===== config.mk =====
export PLATFORM = sky130hd
export DESIGN_NAME = mpc_timer
export DESIGN_NICKNAME = d
export VERILOG_FILES = /design/src/rtl/mpc_pkg.sv /design/src/rtl/mpc_cmp_unit.sv /design/src/rtl/mpc_timer.sv
export SDC_FILE = /design/constraint.sdc
export NUM_CORES = 1
export LEC_CHECK = 0
export BUFFER_PORTS_ARGS = -buffer_cell sky130_fd_sc_hd__buf_2
export CAP_MARGIN = 0
export CORE_MARGIN = 2
export CORE_UTILIZATION = 50
export DETAILED_ROUTE_END_ITERATION = 10
export PLACE_DENSITY = 0.64
export SETUP_SLACK_MARGIN = 0.1
export SLEW_MARGIN = 20
export SYNTH_ARGS = -nofsm -noshare
export SYNTH_HDL_FRONTEND = slang
export SYNTH_SLANG_ARGS = --single-unit

===== constraint.sdc =====
create_clock -name ref_clk -period 11.38 [get_ports ref_clk]
set_input_delay 1.138 -clock ref_clk [delete_from_list [all_inputs] [get_ports ref_clk]]
set_output_delay 1.138 -clock ref_clk [all_outputs]
set_load 0.05 [all_outputs]

===== src/rtl/mpc_pkg.sv =====
// constants, types and register map of the multimode period counter
// assumes a classic wishbone master with 32-bit data and byte selects
package mpc_pkg;
    localparam int NUM_CMP = 7;
    localparam int CW = 16;

    // timer clock made from ref_clk: rising edge when divider returns to zero
    localparam logic [1:0] DIV_LAST = 2'h3;
    localparam logic [1:0] DIV_HIGH = 2'h2;

    localparam logic [7:0] ADR_CTRL = 8'h00;
    localparam logic [7:0] ADR_COUNT = 8'h04;
    localparam logic [7:0] ADR_STATUS = 8'h08;
    localparam logic [7:0] ADR_IE = 8'h0c;
    localparam logic [7:0] ADR_LOAD = 8'h10;
    localparam logic [7:0] ADR_CMP_BASE = 8'h20;
    localparam logic [7:0] ADR_STEP = 8'h04;

    localparam int CTRL_MODE_LSB = 0;
    localparam int CTRL_LEN_LSB = 2;
    localparam int CTRL_CLR_BIT = 4;
    localparam int CTRL_GLOB_IE_BIT = 5;
    localparam int CTRL_DEFER_BIT = 6;
    localparam int STAT_DIR_BIT = 8;

    localparam logic [CW-1:0] MAX16 = 16'hffff;
    localparam logic [CW-1:0] MAX12 = 16'h0fff;
    localparam logic [CW-1:0] MAX10 = 16'h03ff;
    localparam logic [CW-1:0] MAX8 = 16'h00ff;
    localparam logic [CW-1:0] ZERO = 16'h0000;
    localparam logic [CW-1:0] ONE = 16'h0001;

    typedef enum logic [1:0] {
        MODE_STOP = 2'h0,
        MODE_UP = 2'h1,
        MODE_CONT = 2'h2,
        MODE_UPDN = 2'h3
    } mpc_mode_t;

    typedef enum logic [1:0] {
        LEN_16 = 2'h0,
        LEN_12 = 2'h1,
        LEN_10 = 2'h2,
        LEN_8 = 2'h3
    } mpc_len_t;

    typedef struct packed {
        logic [CW-1:0] buffer;
        logic [CW-1:0] latch;
        logic match;
    } mpc_cmp_state_t;

    typedef struct packed {
        mpc_mode_t mode;
        mpc_len_t len;
        logic glob_ie;
        logic defer;
        logic [CW-1:0] count;
        logic dir_down;
        logic [1:0] div;
        logic [CW-1:0] eff_period;
        logic [CW-1:0] prev_latch0;
        logic pend;
        logic [CW-1:0] pend_val;
        logic wrap_flag;
        logic [NUM_CMP-1:0] cmp_flag;
        logic [NUM_CMP:0] ie;
        logic ack;
        logic [31:0] dat;
    } mpc_state_t;

    // byte-lane merge of a write into a stored word
    function automatic logic [31:0] merge(input logic [31:0] old, input logic [31:0] d,
                                          input logic [3:0] sel);
        logic [31:0] m;
        m = {{8{sel[3]}}, {8{sel[2]}}, {8{sel[1]}}, {8{sel[0]}}};
        return (old & ~m) | (d & m);
    endfunction

    function automatic logic [CW-1:0] len_max(input mpc_len_t len);
        logic [CW-1:0] r;
        r = MAX16;
        unique case (len)
            LEN_16: r = MAX16;
            LEN_12: r = MAX12;
            LEN_10: r = MAX10;
            LEN_8: r = MAX8;
        endcase
        return r;
    endfunction
endpackage


===== src/rtl/mpc_cmp_unit.sv =====
// one compare block: buffer, latch and equality event
// assumes count and its next value come from the counter core
`timescale 1ns/1ps
module mpc_cmp_unit (
    input wire logic ref_clk,
    input wire logic rst,
    input wire logic buf_wr,
    input wire logic [mpc_pkg::CW-1:0] buf_data,
    input wire logic defer,
    input wire logic group_load,
    input wire logic advance,
    input wire logic [mpc_pkg::CW-1:0] count,
    input wire logic [mpc_pkg::CW-1:0] count_next,
    output logic [mpc_pkg::CW-1:0] buffer,
    output logic [mpc_pkg::CW-1:0] latch,
    output logic match
);
    mpc_pkg::mpc_cmp_state_t s_reg, s_next;

    always_comb begin
        s_next = s_reg;
        s_next.match = 1'b0;
        if (buf_wr) begin
            s_next.buffer = buf_data;
            if (!defer) begin
                s_next.latch = buf_data;
            end
        end
        if (group_load) begin
            s_next.latch = s_reg.buffer;
        end
        // event when the counter steps onto the latch value
        if (advance && count_next == s_reg.latch && count_next != count) begin
            s_next.match = 1'b1;
        end
    end

    always_ff @(posedge ref_clk or posedge rst) begin
        if (rst) begin
            s_reg <= '0;
        end else begin
            s_reg <= s_next;
        end
    end

    assign buffer = s_reg.buffer;
    assign latch = s_reg.latch;
    assign match = s_reg.match;
endmodule


===== src/rtl/mpc_timer.sv =====
// counter core of the multimode period counter with wishbone registers
// assumes a classic wishbone master on ref_clk; one wait state per access
//
// Design decisions made here: the placing of the registers and the Wishbone register port.
`timescale 1ns/1ps
module mpc_timer (
    input wire logic ref_clk,
    input wire logic rst,
    input wire logic wb_cyc_i,
    input wire logic wb_stb_i,
    input wire logic wb_we_i,
    input wire logic [7:0] wb_adr_i,
    input wire logic [3:0] wb_sel_i,
    input wire logic [31:0] wb_dat_i,
    output logic [31:0] wb_dat_o,
    output logic wb_ack_o,
    output logic irq,
    output logic [mpc_pkg::NUM_CMP-1:0] cmp_event
);
    mpc_pkg::mpc_state_t s_reg, s_next;

    logic [mpc_pkg::CW-1:0] cmp_buf [mpc_pkg::NUM_CMP];
    logic [mpc_pkg::CW-1:0] cmp_latch [mpc_pkg::NUM_CMP];
    logic [mpc_pkg::NUM_CMP-1:0] cmp_match;
    logic [mpc_pkg::NUM_CMP-1:0] cmp_wr;
    logic [mpc_pkg::NUM_CMP-1:0] load_mask;
    logic req;
    logic wr;
    logic clr;
    logic tick;
    logic advance;
    logic phase_high;
    logic [mpc_pkg::CW-1:0] mx;
    logic [mpc_pkg::CW-1:0] cnt_next;
    logic dir_next;
    logic [31:0] rdata;
    logic [31:0] ctrl_word;
    logic [31:0] stat_word;
    logic [31:0] wdat;

    assign req = wb_cyc_i & wb_stb_i;
    // a write lands at the edge where ack is seen high
    assign wr = req & s_reg.ack & wb_we_i;
    assign mx = mpc_pkg::len_max(s_reg.len);
    assign clr = wr && wb_adr_i == mpc_pkg::ADR_CTRL && wb_sel_i[0]
        && wb_dat_i[mpc_pkg::CTRL_CLR_BIT];
    assign tick = s_reg.div == mpc_pkg::DIV_LAST && !clr;
    assign phase_high = s_reg.div < mpc_pkg::DIV_HIGH;
    assign advance = tick && s_reg.mode != mpc_pkg::MODE_STOP;
    assign load_mask = (wr && wb_adr_i == mpc_pkg::ADR_LOAD) ?
        wb_dat_i[mpc_pkg::NUM_CMP-1:0] : '0;

    assign ctrl_word = {25'h0000000, s_reg.defer, s_reg.glob_ie, 1'b0, s_reg.len, s_reg.mode};
    assign stat_word = {23'h000000, s_reg.dir_down, s_reg.cmp_flag, s_reg.wrap_flag};

    // next count and direction for one timer clock rising edge
    always_comb begin
        logic [mpc_pkg::CW-1:0] c;
        logic [mpc_pkg::CW-1:0] per;
        logic over;
        c = s_reg.count & mx;
        per = s_reg.eff_period;
        over = per > mx;
        cnt_next = c;
        dir_next = s_reg.dir_down;
        unique case (s_reg.mode)
            mpc_pkg::MODE_STOP: begin
                cnt_next = c;
            end
            mpc_pkg::MODE_UP: begin
                if (over || c >= per) begin
                    cnt_next = mpc_pkg::ZERO;
                end else begin
                    cnt_next = c + mpc_pkg::ONE;
                end
            end
            mpc_pkg::MODE_CONT: begin
                // starts from whatever the count holds
                cnt_next = (c == mx) ? mpc_pkg::ZERO : c + mpc_pkg::ONE;
            end
            mpc_pkg::MODE_UPDN: begin
                if (over) begin
                    cnt_next = (c == mx) ? mpc_pkg::ZERO : c + mpc_pkg::ONE;
                end else if (s_reg.dir_down) begin
                    // the period is not looked at until zero is reached
                    if (c == mpc_pkg::ZERO) begin
                        dir_next = 1'b0;
                        cnt_next = (per == mpc_pkg::ZERO) ? mpc_pkg::ZERO : mpc_pkg::ONE;
                    end else begin
                        cnt_next = c - mpc_pkg::ONE;
                    end
                end else if (c >= per) begin
                    dir_next = 1'b1;
                    cnt_next = (c == mpc_pkg::ZERO) ? mpc_pkg::ZERO : c - mpc_pkg::ONE;
                end else begin
                    cnt_next = c + mpc_pkg::ONE;
                end
            end
        endcase
        cnt_next = cnt_next & mx;
    end

    always_comb begin
        rdata = 32'h00000000;
        for (int i = 0; i < mpc_pkg::NUM_CMP; i++) begin
            if (wb_adr_i == mpc_pkg::ADR_CMP_BASE + 8'(i) * mpc_pkg::ADR_STEP) begin
                rdata = {16'h0000, cmp_buf[i]};
            end
        end
        unique case (wb_adr_i)
            mpc_pkg::ADR_CTRL: rdata = ctrl_word;
            mpc_pkg::ADR_COUNT: rdata = {16'h0000, s_reg.count & mx};
            mpc_pkg::ADR_STATUS: rdata = stat_word;
            mpc_pkg::ADR_IE: rdata = {24'h000000, s_reg.ie};
            default: begin
            end
        endcase
    end

    always_comb begin
        logic [31:0] w;
        w = 32'h00000000;
        s_next = s_reg;
        wdat = wb_dat_i;
        s_next.ack = req & ~s_reg.ack;
        if (req && !s_reg.ack) begin
            s_next.dat = rdata;
        end

        // timer clock divider
        if (clr) begin
            s_next.div = 2'h0;
        end else begin
            s_next.div = s_reg.div + 2'h1;
        end

        // edge of the timer clock: count, direction, flags
        if (advance) begin
            s_next.count = cnt_next;
            s_next.dir_down = dir_next;
            if ((s_reg.count & mx) != mpc_pkg::ZERO && cnt_next == mpc_pkg::ZERO) begin
                s_next.wrap_flag = 1'b1;
            end
        end
        if (tick && s_reg.pend) begin
            // the extra cycle under the old period is over
            s_next.eff_period = s_reg.pend_val;
            s_next.pend = 1'b0;
        end

        // period latch change into eff_period, at once or at the next tick
        s_next.prev_latch0 = cmp_latch[0];
        if (cmp_latch[0] != s_reg.prev_latch0) begin
            // low phase seen on the step cycle: this step is the extra one
            if (cmp_latch[0] >= s_reg.eff_period || phase_high || tick) begin
                s_next.eff_period = cmp_latch[0];
                s_next.pend = 1'b0;
            end else begin
                s_next.pend = 1'b1;
                s_next.pend_val = cmp_latch[0];
            end
        end

        // compare flags, set wins over clear
        s_next.cmp_flag = s_reg.cmp_flag | cmp_match;

        if (wr) begin
            unique case (wb_adr_i)
                mpc_pkg::ADR_CTRL: begin
                    w = mpc_pkg::merge(ctrl_word, wdat, wb_sel_i);
                    s_next.mode = mpc_pkg::mpc_mode_t'(w[mpc_pkg::CTRL_MODE_LSB +: 2]);
                    s_next.len = mpc_pkg::mpc_len_t'(w[mpc_pkg::CTRL_LEN_LSB +: 2]);
                    s_next.glob_ie = w[mpc_pkg::CTRL_GLOB_IE_BIT];
                    s_next.defer = w[mpc_pkg::CTRL_DEFER_BIT];
                end
                mpc_pkg::ADR_COUNT: begin
                    w = mpc_pkg::merge({16'h0000, s_reg.count}, wdat, wb_sel_i);
                    s_next.count = w[mpc_pkg::CW-1:0] & mx;
                end
                mpc_pkg::ADR_STATUS: begin
                    w = wdat & {{8{wb_sel_i[3]}}, {8{wb_sel_i[2]}},
                        {8{wb_sel_i[1]}}, {8{wb_sel_i[0]}}};
                    s_next.wrap_flag = (s_reg.wrap_flag & ~w[0]) | s_next.wrap_flag
                        & ~(w[0] & ~(advance && s_next.wrap_flag && !s_reg.wrap_flag));
                    s_next.cmp_flag = (s_reg.cmp_flag & ~w[mpc_pkg::NUM_CMP:1]) | cmp_match;
                end
                mpc_pkg::ADR_IE: begin
                    w = mpc_pkg::merge({24'h000000, s_reg.ie}, wdat, wb_sel_i);
                    s_next.ie = w[mpc_pkg::NUM_CMP:0];
                end
                default: begin
                end
            endcase
        end

        if (clr) begin
            s_next.count = mpc_pkg::ZERO;
            s_next.dir_down = 1'b0;
        end
    end

    always_ff @(posedge ref_clk or posedge rst) begin
        if (rst) begin
            s_reg <= '0;
        end else begin
            s_reg <= s_next;
        end
    end

    generate
        for (genvar g = 0; g < mpc_pkg::NUM_CMP; g++) begin : g_cmp
            logic [31:0] buf_wdat;
            assign cmp_wr[g] = wr && wb_adr_i == mpc_pkg::ADR_CMP_BASE
                + 8'(g) * mpc_pkg::ADR_STEP;
            assign buf_wdat = mpc_pkg::merge({16'h0000, cmp_buf[g]}, wb_dat_i, wb_sel_i);
            mpc_cmp_unit u_cmp (
                .ref_clk(ref_clk),
                .rst(rst),
                .buf_wr(cmp_wr[g]),
                .buf_data(buf_wdat[mpc_pkg::CW-1:0]),
                .defer(s_reg.defer),
                .group_load(load_mask[g]),
                .advance(advance),
                .count(s_reg.count & mx),
                .count_next(cnt_next),
                .buffer(cmp_buf[g]),
                .latch(cmp_latch[g]),
                .match(cmp_match[g])
            );
        end
    endgenerate

    assign wb_dat_o = s_reg.dat;
    assign wb_ack_o = s_reg.ack;
    assign cmp_event = cmp_match;
    // request only with own enable and the global enable
    assign irq = s_reg.glob_ie && |({s_reg.cmp_flag, s_reg.wrap_flag} & s_reg.ie);
endmodule


**Word level (Yosys, flattened, before mapping)**

Index checks and enable logic that the tools add are counted.

- Add/sub/neg operators: 3
- $lt $le $gt $ge: 4
- Eq/ne operators: 36
- Multiplexer cells: 69
- Bitwise operators: 43
- Reduce and logical (&&, ||, !) cells: 69

Operators with widths:

| cell | count |
|---|---|
| $mux 16 | 37 |
| $and 16x16->16 | 12 |
| $mux 32 | 5 |
| $eq 16x16->1 | 8 |
| $or 16x16->16 | 8 |
| $pmux 16 s4 | 2 |
| $pmux 32 s4 | 1 |
| $eq 8x6->1 const B | 7 |
| $mux 17 | 3 |
| $logic_not 16->1 | 3 |
| $logic_and 1x1->1 | 33 |
| $ge 16x16->1 | 2 |
| $ne 16x16->1 | 2 |
| $reduce_bool 2->1 | 11 |
| $or 7x7->7 | 3 |
| $reduce_and 2->1 | 10 |
| $mux 1 | 17 |
| $add 16x1->16 const B | 1 |
| $and 8x8->8 | 2 |
| $eq 8x4->1 const B | 2 |
| $gt 16x16->1 | 1 |
| $mux 8 | 2 |
| $not 16->16 | 1 |
| $reduce_bool 16->1 | 1 |
| other kinds (23) | 50 |

- Register bits after elaboration: 354
- Input bits: 49

**Longest topological paths before layout**

- Depth in word-level cells: 23
- Depth in mapped cells: 20

**Cells and area by module**

Synthesis repeated with hierarchy kept, for this count alone.

- Cells, all modules: 2275
- Area, all modules: 21630.7 um^2

Modules (own cells, without submodules):

| module | instances | cells each | area an instance (um^2) | seq. area each (um^2) |
|---|---|---|---|---|
| mpc_cmp_unit | 7 | 151 | 1731.7 | 825.8 |
| mpc_timer | 1 | 1218 | 9509.1 | 2677.6 |

**Worst setup path before layout**

OpenSTA, ideal clock, no wires.

- Path kind: register -> register
- Start: register (tool-made name)
- End: register g_cmp[4].u_cmp.s_reg, in the netlist g_cmp[4].u_cmp.match
- Library setup time: 101 ps
- Data arrival time: 4325 ps
- Data required time: 11279 ps
- Setup slack: 6955 ps
- Stages on the path, launching flop included: 20
- Path buffers: 7
- Cells stage by stage: dfrtp_1 -> buf_6 -> buf_2 -> buf_1 -> clkbuf_1 -> clkbuf_1 -> ha_1 -> a21oi_1 -> o221ai_1 -> a21o_1 -> buf_2 -> a211oi_1 -> nand2_1 -> buf_4 -> o211ai_2 -> xnor2_1 -> nand2_1 -> a2111oi_0 -> o2111ai_1 -> nor4_1

RTL lines:

| item | RTL line | RTL |
|---|---|---|
| end signal: assignment | mpc_cmp_unit.sv:42 | `s_reg <= s_next;` |
| end: declaration | mpc_cmp_unit.sv:18 | `mpc_pkg::mpc_cmp_state_t s_reg, s_next;` |

==> results.yml <==
worst_setup_path:
  critPathKind: "reg -> reg"
  crit_arrival_ns: 6.51
  cp-end-kind: "flip-flop"
  cp_max_fo: 40
  path_common_cell: "nor4_1"
  crit_chain: "buf_4 -> nor2_4 -> clkinv_1 -> ha_1 -> and4b_1 -> nand3_1 -> a21oi_2 -> nand2_1 -> o211ai_2 -> o21ai_2 -> xnor2_1 -> nor4_1 -> nand4_1 -> nor4_1"
  start_kind: "flip-flop"
  rr_worst_depth: 14
  required_ns: 11.73
  cpPeakStageDelay_ns: 0.76
  slowest_stage: "nor4_1"
  reg2reg_slack_ns: 5.22
clock_network:
  cts_sinks: 338
  hold_buffers: 0
  cts-root-buf: "clkbuf_16"
  insertion_delay_ns: 0.55
  cts_max_level: 2
  cts_tree: "done"
  clkSlewWorstSetupHoldPaths_ns: 0.06
  cts-buffers-inserted: 38
  postCtsSetupRepairBufs: 0
  ctsResizeCount: 0
  cts_buffer_depth: 3
global_route:
  grt_first_pass_wirelength_um: 105300
  grtUsageMet3: 0.05561
  grt.total_usage: 0.3426
  grt_busiest_layer: "met2"
  grt_use_met1: 0.4520
  antenna_found_initial: 1
  grt_pass1_vias: 16650
  overflow: 0
  grt_max_degree: 146
  grt_use_met2: 0.5447
detailed_routing:
  firstDrtPassIters: 6
  final_antenna_net_count: 0
  via_count: 17110
  avgViaCountPerCell: 6.676
  drt_iter0_drc: 2041
  route.detailed.drc: 0
  drt_wl_total_um: 71170
  wl_per_cell_um: 27.77
cells_and_area:
  stdcell_count: 2563
  final_common_cell: "dfrtp_1"
  final_cell_mix: "338 x dfrtp_1, 183 x nor2_1, 176 x mux2_2"
  area_growth_pct: 8.435
  nFillCells: 3567
  drive_gt1_frac: 0.1851
  final_nets: 2102
floorplan:
  start_util: 0.5037
  die_x_um: 203.6
  dieArea_mm2: 0.04145
  core_area_mm2: 0.03955
  ios: 90
  std_cell_rows: 73
  die_y_um: 203.6
synthesis:
  synth_top_cells_by_area: "dfrtp_1 42%, mux2_2 9.9%, nor2_1 3.5%"
  yosysTopAreaCell: "dfrtp_1"
  avgSynthCellArea_um2: 9.794
  yosysUniqueCellTypes: 101
  yosysTopAreaCellShare: 0.4246
  syn_inst: 2034
  netlist_area_mm2: 0.01992
  ys_seq_area_frac: 0.4246
  synthFlopType: "dfrtp_1"
  synth_edf_count: 0
  yosysWarningCount: 0
  synth_seq_cells: 338
  async_flop_share: 1.000
sta:
  setup_violations: 0
  fmax_mhz: 162.4
  holdWs_ns: 0.4503
  clock_skew_ns: 0.01333
  finalWorstSetupSlack_ns: 5.221
  hold_viol_final: 0
  period_needed_ns: 6.159
  slew_headroom: 0.2454
  slew_violations: 0
  min_period_over_period: 0.5412
  tns_ns: 0
  grt_setup_unrepaired: "false"
  worstMarginPinSlew_ns: 1.123
place:
  io_buffer_count: 55
  dp_slack_ns: 5.454
  gp_congestion: 0.9702
  placedCellCount: 2496
  dp_hpwl_um: 50250
power:
  leakagePower_nw: 10.35
  max-vdd-ir-drop_v: 0.00009885
  finalPower_mw: 2.785
  cellPowerDensity_mw_per_mm2: 128.9
min_path:
  hold_path_class: "reg -> reg"
  hold_depth: 1
run_status:
  status: "complete, no violations"
run:
  cap_viol_max_count: 0
[cell families after synthesis]
family,after synthesis,share of synthesized area
buffers and inverters,211,0.05062
multiplexers,204,0.1136
adder cells (fa/ha/maj),43,0.02695
flip-flops,338,0.4246
XOR/XNOR,125,0.05534
AO/OA/AOI/OAI,539,0.1901
AND/OR/NAND/NOR,573,0.1387
other,1,0.0001882
[routing by layer]
layer	share of wire	vias to the layer above
met5	0	-
met4	0.055	0
met3	0.079	235
met2	0.46	881
met1	0.40	8535
li1	-	7459
[report_power, final]
part / switching [mW] / internal, mW
registers: 0.0183 / 1.22
clock network: 0.494 / 0.745
logic: 0.225 / 0.0844
total: 0.737 / 2.05
[synthesized netlist by cell type (14+ instances only)]
| master | n |
|---|---|
| buf_4 | 44 |
| nand2_1 | 156 |
| a22o_1 | 30 |
| nor2_1 | 184 |
| nor3_1 | 51 |
| ha_1 | 42 |
| inv_1 | 43 |
| nor4_1 | 28 |
| o21ai_0 | 44 |
| a221oi_1 | 39 |
| mux2i_1 | 28 |
| nand4_1 | 30 |
| a21oi_1 | 129 |
| o22ai_1 | 85 |
| mux2_2 | 176 |
| a22oi_1 | 31 |
| xor2_1 | 58 |
| dfrtp_1 | 338 |
| and2_1 | 14 |
| clkbuf_1 | 89 |
| xnor2_1 | 66 |
| buf_2 | 22 |
| a31oi_1 | 26 |
| a21o_1 | 19 |
| nand3_1 | 38 |
[stage by stage]
stage,cell area [um2],util
global route,21600,0.5461
finish,21600,0.5462
CTS,21590,0.5459
detailed placement,20330,0.5141
global placement,20330,0.5141
floorplan,19980,-
[worst max-delay path: cells and delay by family, from the launching register on]
family                   cells  cell delay, ns
AND/OR/NAND/NOR              7            2.59
AO/OA/AOI/OAI                3            1.60
buffers and inverters        2            0.70
adder cells (fa/ha/maj)      1            0.47
flip-flops                   1            0.35
XOR/XNOR                     1            0.21
[area by class of cell]
cell class / count / area (um2) / share of cell area
clock inverter: 10 / 106.4 / 0.004924
multi-input combinational: 1500 / 10520 / 0.4868
antenna: 1 / 2.502 / 0.0001158
timing repair buffer: 88 / 526.8 / 0.02439
sequential: 338 / 8458 / 0.3916
clock buffer: 56 / 1152 / 0.05335
inverter: 45 / 181.4 / 0.008399
tap: 525 / 656.9 / 0.03041
[worst paths after layout]
kind,startpoint,to
setup / recovery,flip-flop,g_cmp[1].u_cmp.match
hold / removal,g_cmp[0].u_cmp.match,s_reg[41]
min in group asynchronous,rst,g_cmp[4].u_cmp.latch[15]
max in group asynchronous,rst,g_cmp[5].u_cmp.match
hold reg to reg,g_cmp[0].u_cmp.match,s_reg[41]
setup reg to reg,flip-flop,g_cmp[1].u_cmp.match
No activity file was read; power rests on OpenSTA's default activity.
